**config.mk**
```make
export PLATFORM = sky130hd
export DESIGN_NAME = usc_shadow_ctrl
export DESIGN_NICKNAME = d
export VERILOG_FILES = /design/src/logic/usc_pkg.sv /design/src/logic/usc_dma_req.sv /design/src/logic/usc_shadow_ctrl.sv
export VERILOG_INCLUDE_DIRS = /design/src /design/src/logic
export SDC_FILE = /design/constraint.sdc
export NUM_CORES = 1
export LEC_CHECK = 0
export ABC_AREA = 1
export BUFFER_PORTS_ARGS = -buffer_cell sky130_fd_sc_hd__buf_4
export CORE_UTILIZATION = 30
export CTS_CLUSTER_SIZE = 16
export DETAILED_ROUTE_END_ITERATION = 6
export GPL_TIMING_DRIVEN = 0
export SLEW_MARGIN = 5
export SYNTH_ARGS = -nofsm -noshare
export SYNTH_HDL_FRONTEND = slang
export SYNTH_SLANG_ARGS = --single-unit
```
**constraint.sdc**
```tcl
create_clock -name clk -period 2.25 [get_ports clk]
set_clock_uncertainty 0.15 [all_clocks]
set_input_delay 0.3375 -clock clk [delete_from_list [all_inputs] [get_ports clk]]
set_output_delay 0.3375 -clock clk [all_outputs]
set_load 0.005 [all_outputs]
```
**src/logic/usc_defines.svh**
```systemverilog
// Purpose: Offsets, fields, reset values and counts
// Assumes: 32-bit APB, full byte addresses
// Notes:   Shared by package and modules
`ifndef USC_DEFINES_SVH
`define USC_DEFINES_SVH
`define USC_A_SBCR     32'h5000_1090
`define USC_A_SDMAM    32'h5000_1094
`define USC_A_SFE      32'h5000_1098
`define USC_A_SRT      32'h5000_109c
`define USC_A_LCR      32'h5000_10b0
`define USC_A_FCR      32'h5000_10b4
`define USC_A_MCR      32'h5000_10b8
`define USC_A_ISTS     32'h5000_10bc
`define USC_A_IMSK     32'h5000_10ac
`define USC_LCR_BRK    6
`define USC_MCR_LOOP   4
`define USC_MCR_SIR    6
`define USC_FCR_EN     0
`define USC_FCR_RFR    1
`define USC_FCR_XFR    2
`define USC_FCR_DMA    3
`define USC_FCR_TRG_LO 6
`define USC_FCR_TRG_HI 7
`define USC_EV_BRK     0
`define USC_EV_FRST    1
`define USC_EV_RXHIT   2
`define USC_EV_W       3
`define USC_RST_EV     3'h0
`define USC_FIFO_DEPTH 5'h10
`define USC_TRIG_ONE   5'h01
`define USC_TRIG_QTR   5'h04
`define USC_TRIG_HALF  5'h08
`define USC_TRIG_TWO   5'h0e
`define USC_SIR_PER    3'h7
`define USC_SIR_LOW    3'h2
`endif

```
**src/logic/usc_pkg.sv**
```systemverilog
// Purpose: Types and decode helpers of the shadow control block
// Assumes: usc_defines.svh holds every address, bit field and level; register codes stay in usc_reg_e
// Notes:   usc_trig_level is shared by both modules; usc_decode is used by usc_shadow_ctrl only
`include "usc_defines.svh"
package usc_pkg;
  typedef enum logic [3:0] {
    USC_R_SBCR  = 4'h0,
    USC_R_SDMAM = 4'h1,
    USC_R_SFE   = 4'h2,
    USC_R_SRT   = 4'h3,
    USC_R_LCR   = 4'h4,
    USC_R_FCR   = 4'h5,
    USC_R_MCR   = 4'h6,
    USC_R_ISTS  = 4'h7,
    USC_R_IMSK  = 4'h8,
    USC_R_NONE  = 4'hf
  } usc_reg_e;

  typedef struct packed {
    logic [1:0] rx_trig;
    logic       dma_mode;
    logic       fifo_en;
  } usc_fcr_s;

  typedef struct packed {
    usc_fcr_s         fifo_control_register;
    logic             brk;
    logic             loop;
    logic             sir;
    logic [`USC_EV_W-1:0] sts;
    logic [`USC_EV_W-1:0] msk;
    logic             rx_hit;
    logic [2:0]       sir_cnt;
    logic             sin_q1;
    logic             sin_q2;
    logic             sout;
    logic             sir_out_n;
    logic             loop_rx;
    logic             txf_rst;
    logic             rxf_rst;
    logic             irq;
    logic             pready;
    logic             pslverr;
    logic [31:0]      prdata;
  } usc_state_s;

  typedef struct packed {
    logic rx_arm;
    logic tx_arm;
    logic rx_req_n;
    logic tx_req_n;
  } usc_dma_s;

  function automatic usc_reg_e usc_decode(input logic [31:0] a);
    case (a)
      `USC_A_SBCR:  usc_decode = USC_R_SBCR;
      `USC_A_SDMAM: usc_decode = USC_R_SDMAM;
      `USC_A_SFE:   usc_decode = USC_R_SFE;
      `USC_A_SRT:   usc_decode = USC_R_SRT;
      `USC_A_LCR:   usc_decode = USC_R_LCR;
      `USC_A_FCR:   usc_decode = USC_R_FCR;
      `USC_A_MCR:   usc_decode = USC_R_MCR;
      `USC_A_ISTS:  usc_decode = USC_R_ISTS;
      `USC_A_IMSK:  usc_decode = USC_R_IMSK;
      default:      usc_decode = USC_R_NONE;
    endcase
  endfunction

  // Codes 01 and 10 print alike; quarter and half are taken
  function automatic logic [4:0] usc_trig_level(input logic [1:0] code);
    case (code)
      2'h0:    usc_trig_level = `USC_TRIG_ONE;
      2'h1:    usc_trig_level = `USC_TRIG_QTR;
      2'h2:    usc_trig_level = `USC_TRIG_HALF;
      default: usc_trig_level = `USC_TRIG_TWO;
    endcase
  endfunction
endpackage

```
**src/logic/usc_dma_req.sv**
```systemverilog
// Purpose: Transmit and receive DMA request generation
// Assumes: Levels come from the FIFOs on the same clock
// Notes:   Requests are active low and registered
`timescale 1ns/1ps
module usc_dma_req import usc_pkg::*; (
  // Clock and reset
  input  wire logic     clk,
  input  wire logic     srst,
  // Settings
  input  wire usc_fcr_s fifo_control_register,
  // FIFO levels
  input  wire logic [4:0] rx_level,
  input  wire logic [4:0] tx_level,
  // Requests
  output logic          dma_rx_req_n,
  output logic          dma_tx_req_n
);
  usc_dma_s s, n;
  logic     m1;
  logic     rx_at;

  always_comb begin
    n     = s;
    m1    = fifo_control_register.dma_mode && fifo_control_register.fifo_en;
    rx_at = rx_level >= usc_trig_level(fifo_control_register.rx_trig);
    if (!m1) begin
      n.rx_arm = rx_level != 5'h0;
      n.tx_arm = tx_level == 5'h0;
    end else begin
      // Mode 1 raises rx on the trigger, holds until drained; tx raises on empty, holds until full
      if (rx_at) n.rx_arm = 1'b1;
      else if (rx_level == 5'h0) n.rx_arm = 1'b0;
      if (tx_level == 5'h0) n.tx_arm = 1'b1;
      else if (tx_level == `USC_FIFO_DEPTH) n.tx_arm = 1'b0;
    end
    n.rx_req_n = !n.rx_arm;
    n.tx_req_n = !n.tx_arm;
  end

  always_ff @(posedge clk) begin
    if (srst) s <= '{rx_arm: 1'b0, tx_arm: 1'b0, rx_req_n: 1'b1, tx_req_n: 1'b1};
    else s <= n;
  end

  assign dma_rx_req_n = s.rx_req_n;
  assign dma_tx_req_n = s.tx_req_n;
endmodule // usc_dma_req

```
**src/logic/usc_shadow_ctrl.sv**
```systemverilog
// Purpose: Shadow and base control fields of the serial port, APB slave
// Assumes: Transmitter, receiver and FIFOs sit outside on clk
// Notes:   Each shadow shares one flop with its control field
`timescale 1ns/1ps
module usc_shadow_ctrl import usc_pkg::*; (
  // Clock and reset
  input  wire logic        clk,
  input  wire logic        srst,
  // APB slave
  input  wire logic        psel,
  input  wire logic        penable,
  input  wire logic        pwrite,
  input  wire logic [31:0] paddr,
  input  wire logic [31:0] pwdata,
  output logic [31:0]      prdata,
  output logic             pready,
  output logic             pslverr,
  // Transmitter side
  input  wire logic        tx_serial,
  input  wire logic        tx_sir_n,
  // Receive pin and receiver input
  input  wire logic        sin,
  output logic             rx_serial,
  // Serial pins
  output logic             sout,
  output logic             sir_out_n,
  // FIFO controller
  input  wire logic [4:0]  rx_level,
  input  wire logic [4:0]  tx_level,
  output logic             tx_fifo_rst,
  output logic             rx_fifo_rst,
  output logic             fifo_en,
  output logic [4:0]       rx_trig_level,
  // DMA requests
  output logic             dma_rx_req_n,
  output logic             dma_tx_req_n,
  // Interrupt
  output logic             irq
);
  usc_state_s            s, n;
  usc_reg_e              rsel;
  logic                  setup;
  logic                  wr;
  logic                  hit;
  logic [`USC_EV_W-1:0]  ev;
  logic [31:0]           rd;
  logic [4:0]            trig_r;

  ////////////////////////////////////////////////////////////////////
  // Register decode and read view
  always_comb begin
    rsel  = usc_decode(paddr);
    setup = psel && !penable;
    wr    = psel && penable && s.pready && pwrite;
    rd    = 32'h0;
    case (rsel)
      USC_R_SBCR:  rd[0]   = s.brk;
      USC_R_SDMAM: rd[0]   = s.fifo_control_register.dma_mode;
      USC_R_SFE:   rd[0]   = s.fifo_control_register.fifo_en;
      USC_R_SRT:   rd[1:0] = s.fifo_control_register.rx_trig;
      USC_R_LCR:   rd[`USC_LCR_BRK] = s.brk;
      USC_R_FCR: begin
        rd[`USC_FCR_EN]  = s.fifo_control_register.fifo_en;
        rd[`USC_FCR_DMA] = s.fifo_control_register.dma_mode;
        rd[`USC_FCR_TRG_HI:`USC_FCR_TRG_LO] = s.fifo_control_register.rx_trig;
      end
      USC_R_MCR: begin
        rd[`USC_MCR_LOOP] = s.loop;
        rd[`USC_MCR_SIR]  = s.sir;
      end
      USC_R_ISTS:  rd[`USC_EV_W-1:0] = s.sts;
      USC_R_IMSK:  rd[`USC_EV_W-1:0] = s.msk;
      default:     rd = 32'h0;
    endcase
  end

  ////////////////////////////////////////////////////////////////////
  // Next state
  always_comb begin
    n         = s;
    ev        = `USC_RST_EV;
    // Pin crosses in through two flops
    n.sin_q1  = sin;
    n.sin_q2  = s.sin_q1;
    // Read data is latched in setup so it stands through access
    n.pready  = setup;
    n.pslverr = setup && rsel == USC_R_NONE;
    n.prdata  = setup && !pwrite ? rd : 32'h0;
    n.txf_rst = 1'b0;
    n.rxf_rst = 1'b0;
    if (wr) begin
      case (rsel)
        USC_R_SBCR:  n.brk = pwdata[0];
        USC_R_SDMAM: n.fifo_control_register.dma_mode = pwdata[0];
        USC_R_SFE:   n.fifo_control_register.fifo_en  = pwdata[0];
        USC_R_SRT:   n.fifo_control_register.rx_trig  = pwdata[1:0];
        USC_R_LCR:   n.brk = pwdata[`USC_LCR_BRK];
        USC_R_FCR: begin
          n.fifo_control_register.fifo_en  = pwdata[`USC_FCR_EN];
          n.fifo_control_register.dma_mode = pwdata[`USC_FCR_DMA];
          n.fifo_control_register.rx_trig  = pwdata[`USC_FCR_TRG_HI:`USC_FCR_TRG_LO];
          n.txf_rst      = pwdata[`USC_FCR_XFR];
          n.rxf_rst      = pwdata[`USC_FCR_RFR];
        end
        USC_R_MCR: begin
          n.loop = pwdata[`USC_MCR_LOOP];
          n.sir  = pwdata[`USC_MCR_SIR];
        end
        USC_R_IMSK:  n.msk = pwdata[`USC_EV_W-1:0];
        default:     n.msk = s.msk;
      endcase
    end
    // Disabling the FIFOs flushes both controllers
    if (s.fifo_control_register.fifo_en && !n.fifo_control_register.fifo_en) begin
      n.txf_rst = 1'b1;
      n.rxf_rst = 1'b1;
    end
    // Without FIFOs a single held character counts as reached
    hit = s.fifo_control_register.fifo_en ? rx_level >= usc_trig_level(s.fifo_control_register.rx_trig)
                        : rx_level != 5'h0;
    n.rx_hit = hit;
    ev[`USC_EV_BRK]   = n.brk && !s.brk;
    ev[`USC_EV_FRST]  = s.fifo_control_register.fifo_en && !n.fifo_control_register.fifo_en;
    ev[`USC_EV_RXHIT] = hit && !s.rx_hit;
    // Write-one-to-clear; a new event in the same cycle wins
    if (wr && rsel == USC_R_ISTS) n.sts = s.sts & ~pwdata[`USC_EV_W-1:0];
    n.sts = n.sts | ev;
    n.irq = |(n.sts & n.msk);
    // Infrared break waveform counter
    if (s.brk && s.sir && !s.loop) n.sir_cnt = s.sir_cnt == `USC_SIR_PER ? 3'h0 : 3'(s.sir_cnt + 3'h1);
    else n.sir_cnt = 3'h0;
    // Loopback keeps the pins idle and feeds the receiver
    if (s.loop) begin
      n.sout      = 1'b1;
      n.sir_out_n = 1'b1;
      n.loop_rx   = s.brk ? 1'b0 : tx_serial;
    end else begin
      n.sout      = s.brk ? 1'b0 : tx_serial;
      n.sir_out_n = s.brk && s.sir ? !(s.sir_cnt < `USC_SIR_LOW) : tx_sir_n;
      n.loop_rx   = s.sin_q2;
    end
  end

  ////////////////////////////////////////////////////////////////////
  // State register
  always_ff @(posedge clk) begin
    if (srst) begin
      s         <= '0;
      s.sin_q1  <= 1'b1;
      s.sin_q2  <= 1'b1;
      s.sout    <= 1'b1;
      s.sir_out_n <= 1'b1;
      s.loop_rx <= 1'b1;
    end else begin
      s <= n;
    end
  end

  always_ff @(posedge clk) begin
    if (srst) trig_r <= `USC_TRIG_ONE;
    else trig_r <= usc_trig_level(n.fifo_control_register.rx_trig);
  end

  assign prdata        = s.prdata;
  assign pready        = s.pready;
  assign pslverr       = s.pslverr;
  assign sout          = s.sout;
  assign sir_out_n     = s.sir_out_n;
  assign rx_serial     = s.loop_rx;
  assign tx_fifo_rst   = s.txf_rst;
  assign rx_fifo_rst   = s.rxf_rst;
  assign fifo_en       = s.fifo_control_register.fifo_en;
  assign rx_trig_level = trig_r;
  assign irq           = s.irq;

  ////////////////////////////////////////////////////////////////////
  // DMA request generation
  usc_dma_req u_dma (
    .clk          (clk),
    .srst         (srst),
    .fifo_control_register          (s.fifo_control_register),
    .rx_level     (rx_level),
    .tx_level     (tx_level),
    .dma_rx_req_n (dma_rx_req_n),
    .dma_tx_req_n (dma_tx_req_n)
  );
endmodule // usc_shadow_ctrl

```
* Word level (Yosys, flattened, before mapping) *
Cells that the tools add are included.

storage, ports and cells
  word-level logic and storage cells = 130
  bits in registers = 68
  output and inout port bits = 48

cells by class
  order comparisons = 2
  bitwise operators = 8
  muxes and demuxes = 28
  equality and inequality tests = 24
  add/sub/neg operators = 1
  reduce and logical (&&, ||, !) cells = 38

operators by type and width
  cell                    number
  $eq A32 B31 Y1 const B  9
  $pmux W4 S9             1
  $pmux W4 S3             2
  $eq A4 B3 Y1 const B    4
  $logic_and A1 B1 Y1     13
  $reduce_or A3 Y1        4
  $logic_not A5 Y1        2
  $mux W2                 5
  $logic_not A1 Y1        9
  $mux W1                 9
  $mux W3                 3
  $eq A4 B2 Y1 const B    2
  $eq A4 B4 Y1 const B    2
  $mux W7                 1
  $and A3 B3 Y3           2
  $pmux W1 S2             3
  $pmux W1 S3             2
  $pmux W1 S6             1
  $reduce_or A2 Y1        3
  $eq A5 B5 Y1 const B    1
  $ge A5 B4 Y1            1
  $reduce_bool A5 Y1      1
  $eq A2 B1 Y1 const B    2
  $eq A2 B2 Y1 const B    2
  12 further kinds        17

* Longest topological paths before layout *
Gate-level depths: netlist of the first run.

  depth in word-level cells = 11
  gate-level depth with buffers = 18
  depth with buffers taken out = 17

* By module *
A second synthesis of the first run with hierarchy kept.

unflattened totals
  cell total of the unflattened synthesis = 428
  area, all modules = 2772.7 µm²

modules (own cells, without submodules)
  module           cells each  area each (µm²)  instances  seq. area each (µm²)
  usc_shadow_ctrl  381         2469.9           1          740.7
  usc_dma_req      47          302.8            1          80.1

* Worst setup path before layout of the first run *
No wires, ideal clock.

  path type = input to register
  start = input port paddr[29]
  end = register s, in the netlist fifo_en
  library setup time = 0.115 ns
  required time = 1.985 ns
  path slack = 0.323 ns
  arrival time = 1.662 ns
  stages on the path = 17
  path through = inv_1 nand2_1 nor2_1 nand2_1 nor2_4 buf_6 nand3_2 nand2_1 inv_2 nand2_4 nand2_1 nor2_4 nand2_1 nand2_2 nand3_1 nand2_1 nor2_1

on the way
  longest elaborated chain between the ends = 6

ends and longest elaborated chain
  item                                                 RTL line                source
  start, declared                                      usc_shadow_ctrl.sv:13   input wire logic [31:0] paddr,
  $eq A32 B31 Y1                                       usc_pkg.sv:55           case (a)
  $pmux W4 S9 (*)                                      usc_pkg.sv:55
  $eq A4 B3 Y1 / $eq A4 B2 Y1 (equally long branches)  usc_shadow_ctrl.sv:92   case (rsel)
  $reduce_or A2 Y1 (no source line) (*)                -
  $mux W1 (*)                                          usc_shadow_ctrl.sv:92
  $mux W7 (*)                                          usc_shadow_ctrl.sv:91   if (wr) begin
  end signal, assigned                                 usc_shadow_ctrl.sv:155  s <= n;
  end, declared                                        usc_shadow_ctrl.sv:40   usc_state_s s, n;

Every way passes the cells marked *; elsewhere a longest branch is shown, timed or not.
A chain may end at the register's enable or synchronous reset.

* Worst setup path in the final report of the first run *
  start = register s[58] in the netlist's numbering
  end = register s, in the netlist irq

on the way
  longest elaborated chain between the ends = 8

ends and longest elaborated chain
  item                                        RTL line                source
  $eq A2 B2 Y1, or another cell as far along  usc_pkg.sv:71           case (code)
  $pmux W4 S3 (*)                             usc_pkg.sv:71
  $ge A5 B4 Y1 (*)                            -
  $mux W1 (*)                                 usc_shadow_ctrl.sv:119  hit = s.fifo_control_register.fifo_en ? rx_level >= usc_trig_level(s.fifo_control_register.rx_trig)
  $logic_and A1 B1 Y1 (*)                     usc_shadow_ctrl.sv:124  ev[`USC_EV_RXHIT] = hit && !s.rx_hit;
  $or A3 B3 Y3 (*)                            usc_shadow_ctrl.sv:127  n.sts = n.sts | ev;
  $and A3 B3 Y3 (*)                           usc_shadow_ctrl.sv:128  n.irq = |(n.sts & n.msk);
  $reduce_or A3 Y1 (*)                        usc_shadow_ctrl.sv:128

Marked as above.

==> metrics.txt, run 1 <==
status=complete, no violations; switching share of power=0.214; vias in the first global route=between 2000 and 2500; core area=roughly 8300 um2; post-route ant nets=0; drt total wl=6340 um; Setup Total Neg Slack=0 ns; Worst Setup SP=s[58]; Initial Util=0.313; Final Hold Vio Count=0; P&R area growth vs syn=37.5%; Post-synth EDFFs=0; synth top area cells=dfxtp_1 (32%), buf_4 (10%), inv_1 (9.7%); commonest non-fill, non-tap cells in the layout=buf_4 (116), inv_1 (67), nand2_1 (66); sequential power share=0.477; Placed Area=3390 um2; routability cong.=0.884; CP Class=reg2reg; GRT met3 Usage=0.0298; global routing usage on met2=0.264; max-cap check violation count=0; Yosys top cell area share=0.318; P_int=between 1 and 1.5 mW; reg-to-reg endpoint=irq; startpoint class of the critical path=register; Post-DP HPWL=between 5000 and 6000 um; Num Clock Sinks=41; TritonRoute pass-1 iters=5; flops & latches, synth=a little over 40; syn avg cell area=just under 7 um2; Hold Slack=roughly 0.08 ns; fin crit period=2.07 ns; switching power=about 330 uW; Cells after Synth=roughly 380; R2R depth=13; FP Rows=33; Worst Setup End Kind=register; die width=94.8 um; Worst R2R Start=s[58]; routed len/inst=roughly 11 um; commonest non-fill, non-tap cell in the layout=buf_4; Final #Nets=slightly below 600; yosys warns=0; Syn Std Cell Area=approximately 2600 um2; asr flop ratio synth=0; Final Util=0.430; maximum VDD drop=387 uV; largest area contributor in the netlist=dfxtp_1; crit path DAT=between 2 and 2.5 ns; Reg2Reg Setup Slack=between 0.15 and 0.2 ns; Clock Pin Slew Worst Setup and Hold Paths=0.08 ns; PortBufs=slightly below 80; CTS H-Tree Depth=2; post-synthesis sequential area ratio=0.318; sink of the worst hold path=n[40]; Power per Cell Area=between 400 and 500 nW/um2; Via Count=roughly 2700; DRC=0; pins over their slew limit=0; CP max FO=4; 1st-iter DRT viols=around 150; ratio of cells with drive above 1 in the final layout=0.321; final instance area=3550 um2; IO Pins=between 100 and 150; die area=around 9000 um2; Fmax=482 MHz; clock share of power=0.387; Hold Crit Start=sin; hold path depth=2; largest net degree at the start of global routing=13; count of cell types in the netlist=38; GRT Overall Usage=0.141; Lkg Pwr=about 1.9 nW; CTS max path bufs=2; total CTS buffers=5; initial antenna violation count=0; total grt overflow=0; WP data required=~2.3 ns; CTS tree=built; Clock Tree Root=clkbuf_8; antenna cell count=0; grt peak-use layer=met2; fin crit share=0.922; Overall Power=1.55 mW; # hold bufs at CTS=0; Final setup viols=0; Skew-Pair Late Insertion Delay=a little under 0.3 ns; first-pass GRT wire length=around 10000 um; met1 usage in global routing=0.165; ys flop type=dfxtp_1; Tightest Hold Check Type=in2reg; Die Y=about 95 um; combinational share of power=0.136; vias per cell=4.40
## power by group through the flow
| stage | Clock [mW] | Sequential, mW | Combinational, mW |
|---|---|---|---|
| final | 0.600 | 0.740 | 0.211 |
| after global routing | 0.642 | 0.741 | 0.235 |
| after CTS | 0.608 | 0.740 | 0.205 |
| after detailed placement | 0 | 0.757 | 0.205 |
| after global placement | 0 | 0.756 | 0.201 |
| after floorplan | 0 | 0.756 | 0.0991 |
## metal layers
layer	routed length, um	part of all wire
met2	3240	0.51
met1	2700	0.43
met4	29	0.0046
met5	0	0
met3	374	0.059
## how the worst max path moves through the flow
stage	to	slack (ns)	cells past startpoint
floorplan	fifo_en	0.32	17
global placement	tx_fifo_rst	-0.11	16
detailed placement	rx_fifo_rst	-0.15	16
CTS	irq	0.02	13
global route	irq	-0.05	14
finish	irq	0.18	13
## Yosys cell counts (6+ instances only)
master   count
inv_2        8
nor2_1      43
ha_1         6
inv_1       67
nand3_1     22
nand4_1     11
o21ai_0     14
buf_4       35
nor3_1      13
a21oi_1      7
nand2_1     67
dfxtp_1     41
## sequential cells by signal, summed over array words and instances (netlist names)
register,flops
rx_trig_level,3
tx_fifo_rst,1
rx_serial,1
pslverr,1
u_dma.s,2
sir_out_n,1
sout,1
fifo_en,1
pready,1
u_dma.dma_rx_req_n,1
n,1
rx_fifo_rst,1
u_dma.dma_tx_req_n,1
s,17
irq,1
prdata,7
## kinds of logic after synthesis
logic type	Yosys count	synth area share
adder cells (fa/ha/maj)	6	0.0291
other	1	0.00145
AO/OA/AOI/OAI	41	0.0964
buffers and inverters	116	0.223
flip-flops	41	0.318
multiplexers	2	0.00775
AND/OR/NAND/NOR	177	0.324
## repair_timing
item,in CTS,in global routing
gates cloned,0,0
buffers inserted,0,3
resized for setup,2,7
pin swaps,1,3
endpoints found under the setup margin,1,8
## worst max-delay path, cell delays in order, from the launching register on
cell and delay, ns:
dfxtp_1 0.39, nand2_1 0.08, ha_1 0.26, a21boi_0 0.13, o21ai_0 0.17, a21boi_1 0.09
nor3_2 0.15, nand2_1 0.09, o21ai_2 0.11, o21ai_2 0.10, nand2_1 0.06, o21ai_0 0.08
nand2_1 0.06, nand2_1 0.07
## cell type report
class | count | area, um2
inverter | 77 | 289
multi-input combinational | 252 | 1300
clock buffer | 7 | 86.3
buffer | 39 | 288
sequential | 41 | 822
timing repair buffer | 81 | 608
tap | 105 | 131
fill | 868 | 4710
clock inverter | 1 | 30.0
## per-stage QoR
stage	instances	worst slack (ns)
2_1_floorplan	409	0.323
3_3_place_gp	592	-0.106
3_5_place_dp	592	-0.148
4_1_cts	600	0.0231
5_1_grt	603	-0.0482
6_report	603	0.175
No activity file was read; power rests on OpenSTA's default activity.
==> run 2: changes to the inputs <==
==> constraint.sdc (replaced) <==
create_clock -name clk -period 1.9 [get_ports clk]
set_clock_uncertainty 0.15 [all_clocks]
set_input_delay 0.285 -clock clk [delete_from_list [all_inputs] [get_ports clk]]
set_output_delay 0.285 -clock clk [all_outputs]
set_load 0.005 [all_outputs]
==> run 2 against run 1 <==
The run now ends with setup timing left. Worst setup slack worse by 0.27 ns. Core utilization grew 6.0 points. Power is 21% higher. Routed wire length grew 12%.
==> metrics.txt, run 2 (synthesis gave the netlist of run 1 again) <==
Tightest Hold Check Type=in2reg; Final setup viols=7; Worst R2R Start=s[57]; commonest non-fill, non-tap cells in the layout=buf_4 (131), nand2_1 (56), inv_1 (48); die area=about 9000 um2; PortBufs=between 70 and 80; FF/Latch Area=828 um2; IO Pins=130; Skew-Pair Late Insertion Delay=around 0.29 ns; CTS max path bufs=2; Power per Cell Area=465 nW/um2; Num Clock Sinks=41; FP Rows=33; CTS H-Tree Depth=2; violated checks=setup timing; first-pass GRT wire length=around 11000 um; pins over their slew limit=0; Clock Pin Slew Worst Setup and Hold Paths=approximately 0.070 ns; Fillers=just over 800; Setup Total Neg Slack=-0.455 ns; crit path DAT=2.06 ns; DRC=0; vias in the first global route=around 2600; RSZ-0062 raised after global routing=yes; Die Y=between 90 and 100 um; Non-Filler Instances=630; fin crit period=1.99 ns; CP Class=in2reg; # hold bufs at CTS=0; routed len/inst=approximately 11 um; reg-to-reg endpoint=irq; Clock Tree Root=clkbuf_8; post-route ant nets=0; total grt overflow=0; routability cong.=around 0.88; Largest register FFs=17; sink of the worst hold path=n[40]; Placed Area=3390 um2; Reg with most FFs=s; largest net degree at the start of global routing=13; CP max FO=7; Reg2Reg Setup Slack=-0.09 ns; final instance area=between 4000 and 5000 um2; Via Count=2770; P&R area growth vs syn=56.5%; die width=between 90 and 100 um; antenna cell count=0; Initial Util=0.313; final worst-path setup slack=-0.0908 ns; Hold Slack=between 0.02 and 0.03 ns; WP data required=about 2 ns; Multi-input gate area=between 1500 and 2000 um2; GRT Overall Usage=0.153; status=complete, but fails checks; Lkg Pwr=2.08 nW; CTS tree=built; Final #Nets=roughly 600; maximum VDD drop=approximately 460 uV; hold path depth=2; R2R depth=14; core area=just over 8000 um2; pre-CTS setup slack=-0.445 ns; Final Hold Vio Count=0; vias per cell=~4.4; Post-DP HPWL=roughly 5200 um; TritonRoute pass-1 iters=5; startpoint class of the critical path=input pin; Worst Setup End Kind=register; Fmax=between 500 and 600 MHz; total CTS buffers=5; dpl cells=592; 1st-iter DRT viols=~140; max-cap check violation count=0; Hold Crit Start=sin; Overall Power=about 1.9 mW; commonest non-fill, non-tap cell in the layout=buf_4; Final Util=0.490; initial antenna violation count=0; drt total wl=7110 um; fin crit share=1.05; ratio of cells with drive above 1 in the final layout=0.457
[run 2: layer usage]
metal  track usage  part of all wire
met4        0.0290            0.0090
met3        0.0306             0.060
met5             0                 0
met1         0.173              0.40
met2         0.293              0.53
[run 2: power breakdown]
part,switching (mW),internal (mW)
Clock,0.284,0.428
Combinational,0.124,0.172
Sequential,0.00484,0.869
Total,0.413,1.47
[run 2: layout make-up]
class                           instances  share of cell area
Multi-Input combinational cell        252               0.377
Timing Repair Buffer                  108               0.211
Sequential cell                        41               0.205
Buffer                                 39              0.0736
Inverter                               77              0.0721
Tap cell                              105              0.0325
Clock buffer                            7              0.0213
Clock inverter                          1             0.00743
[run 2: repair_timing]
action                     in CTS  in global routing
buffers inserted               23                  7
setup endpoints to repair      12                 18
pin swaps                      17                 38
cloned                          0                  0
resized for setup              45                 56
[run 2: worst max path at each step]
stage | startpoint | depth (start not counted) | end
final | paddr[29] | 18 | prdata[0]
after global routing | s[57] | 14 | irq
after CTS | s[57] | 14 | irq
after detailed placement | paddr[29] | 16 | rx_fifo_rst
after global placement | paddr[29] | 16 | tx_fifo_rst
after floorplan | s[57] | 13 | irq
[run 2: worst max-delay path, cell delays in order]
cell and delay (ns):
buf_4 0.11, inv_2 0.05, nand2_1 0.05, nor2_1 0.09, nand2_1 0.10, nor2_4 0.19, buf_6 0.17, nand3_2 0.07
nand2_2 0.09, nor2_4 0.05, nand2_4 0.12, nand2_4 0.09, nor2_4 0.17, buf_6 0.12, nand3_2 0.05, o211ai_1 0.10
nor2_1 0.07, nor2_1 0.09
==> run 3: changes to the inputs <==
--- a/config.mk
+++ b/config.mk
@@ -8,10 +8,13 @@
 export LEC_CHECK = 0
 export ABC_AREA = 1
 export BUFFER_PORTS_ARGS = -buffer_cell sky130_fd_sc_hd__buf_4
+export CELL_PAD_IN_SITES_DETAIL_PLACEMENT = 0
+export CELL_PAD_IN_SITES_GLOBAL_PLACEMENT = 1
 export CORE_UTILIZATION = 30
 export CTS_CLUSTER_SIZE = 16
 export DETAILED_ROUTE_END_ITERATION = 6
 export GPL_TIMING_DRIVEN = 0
+export PLACE_DENSITY_LB_ADDON = 0.1
 export SLEW_MARGIN = 5
 export SYNTH_ARGS = -nofsm -noshare
 export SYNTH_HDL_FRONTEND = slang
==> constraint.sdc (replaced) <==
create_clock -name clk -period 2.2 [get_ports clk]
set_clock_uncertainty 0.15 [all_clocks]
set_input_delay 0.33 -clock clk [delete_from_list [all_inputs] [get_ports clk]]
set_output_delay 0.33 -clock clk [all_outputs]
set_load 0.005 [all_outputs]
==> run 3 against run 2 <==
The flow now finishes without violations. Combinational power decreased by 27%. Worst setup slack improved by 0.27 ns. Global-route usage decreased by 0.56 points. Hold slack improved by 0.025 ns. First-iteration DRC count decreased by 54%. Final cell count decreased by 3.7%. Critical path type is now reg2reg. Largest cell class unchanged.
==> metrics.txt, run 3 (synthesis gave the netlist of run 1 again) <==
FP Rows=33; total grt overflow=0; Final Util=0.435; Skew-Pair Late Insertion Delay=about 0.30 ns; CP max FO=5; drt total wl=around 6400 um; Final #Nets=around 600; Die Y=approximately 95 um; CTS tree=built; Tightest Hold Check Type=in2reg; vias per cell=approximately 4.2; vias in the first global route=about 2400; R2R depth=13; CTS max path bufs=2; Reg with most FFs=s; IO Pins=130; fin crit period=between 2 and 2.5 ns; die area=~9000 um2; Largest register FFs=17; routed len/inst=about 11 um; maximum VDD drop=223 uV; P&R area growth vs syn=39.0%; fin crit share=0.919; CP Class=reg2reg; 1st-iter DRT viols=65; Fillers=between 900 and 1000; largest net degree at the start of global routing=16; Clock Tree Root=clkbuf_8; antenna cell count=0; status=complete, no violations; die width=94.8 um; sink of the worst hold path=n[40]; ratio of cells with drive above 1 in the final layout=0.339; Clock Pin Slew Worst Setup and Hold Paths=about 0.090 ns; TritonRoute pass-1 iters=4; CTS H-Tree Depth=2; # hold bufs at CTS=0; routability cong.=~0.84; Hold Crit Start=sin; Via Count=roughly 2600; startpoint class of the critical path=register; Final Hold Vio Count=0; DRC=0; Num Clock Sinks=41; post-route ant nets=0; pins over their slew limit=0; Overall Power=between 1 and 1.5 mW; reg-to-reg endpoint=irq; Final setup viols=0; crit path DAT=roughly 2.1 ns; hold path depth=2; Fmax=about 490 MHz; total CTS buffers=5; core area=8260 um2; Worst R2R Start=s[57]; Initial Util=0.313; Lkg Pwr=about 1.9 nW; commonest non-fill, non-tap cells in the layout=buf_4 (120), inv_1 (67), nand2_1 (65); Reg2Reg Setup Slack=around 0.18 ns; PortBufs=around 80; commonest non-fill, non-tap cell in the layout=buf_4; WP data required=approximately 2.2 ns; initial antenna violation count=0; Worst Setup End Kind=register; Power per Cell Area=approximately 410 nW/um2; GRT Overall Usage=0.147; max-cap check violation count=0; first-pass GRT wire length=a little over 10000 um; Post-DP HPWL=around 5300 um
==> run 3: changes by cell type in the layout (fill, tap and decap cells not counted), sizes merged <==
cell	previous run	this run
buf	145	122
inv	75	77
bufinv	1	0
clkbuf	9	7
clkinvlp	0	1
==> run 3: critical path, cell delays in order (launching register included) <==
cell and delay, ns:
dfxtp_4 0.38, nand2_1 0.06, ha_1 0.26, a21boi_0 0.12, o21ai_1 0.13, a21boi_1 0.09
nor3_2 0.21, nand2_1 0.09, o21ai_2 0.10, o21ai_2 0.08, nand2_1 0.05, o21ai_0 0.07
nand2_1 0.06, nand2_1 0.06
==> run 3: final cells by class <==
class	count	area (um2)	area share
plain buffers	39	288	0.0801
flip-flops and latches	41	826	0.230
repair buffers	85	638	0.178
well taps	105	131	0.0366
inverters	77	289	0.0805
multi-input cells	252	1330	0.369
clock inverters	3	25.0	0.00697
clock buffers	5	68.8	0.0192
==> run 3: power by group <==
part           switching, mW  internal, mW  total [mW]
clock                  0.288         0.231       0.519
sequential           0.00408         0.751       0.755
combinational         0.0908         0.124       0.215
==> run 3: metrics by stage <==
step,setup slack [ns],hold slack [ns],TNS [ns],area (um2),instances
after floorplan,0.281,0.239,0,2680,409
after global placement,-0.135,0.244,-0.971,3390,592
after detailed placement,-0.136,0.246,-0.882,3390,592
after CTS,0.00222,0.0464,0,3490,600
after global routing,-0.00407,0.0486,-0.00809,3590,607
final,0.179,0.0541,0,3590,607
==> run 3: worst max path at each step <==
stage / start / end / slack (ns) / cells after the start
after floorplan: paddr[29] / fifo_en / 0.28 / 17
after global placement: paddr[24] / prdata[0] / -0.14 / 18
after detailed placement: paddr[25] / tx_fifo_rst / -0.14 / 16
after CTS: pready / rx_trig_level[1] / 0.002 / 8
after global routing: s[57] / irq / -0.004 / 13
final: s[57] / irq / 0.18 / 13
==> run 3: repair_timing <==
| item | 4_1_cts | 5_1_grt |
|---|---|---|
| pin swaps | 0 | 5 |
| endpoints found under the setup margin | 2 | 11 |
| hold endpoints to repair | 0 | 0 |
| setup buffers | 0 | 7 |
| gates resized for setup | 3 | 16 |
| gates cloned | 0 | 0 |
==> run 3: routing by layer <==
layer,share of wire,wire length [um],vias to the layer above,track usage
met4,0.0086,55,0,0.0417
li1,-,-,1381,-
met1,0.46,2940,1099,0.180
met5,0,0,-,0
met2,0.48,3080,75,0.262
met3,0.050,318,5,0.0266
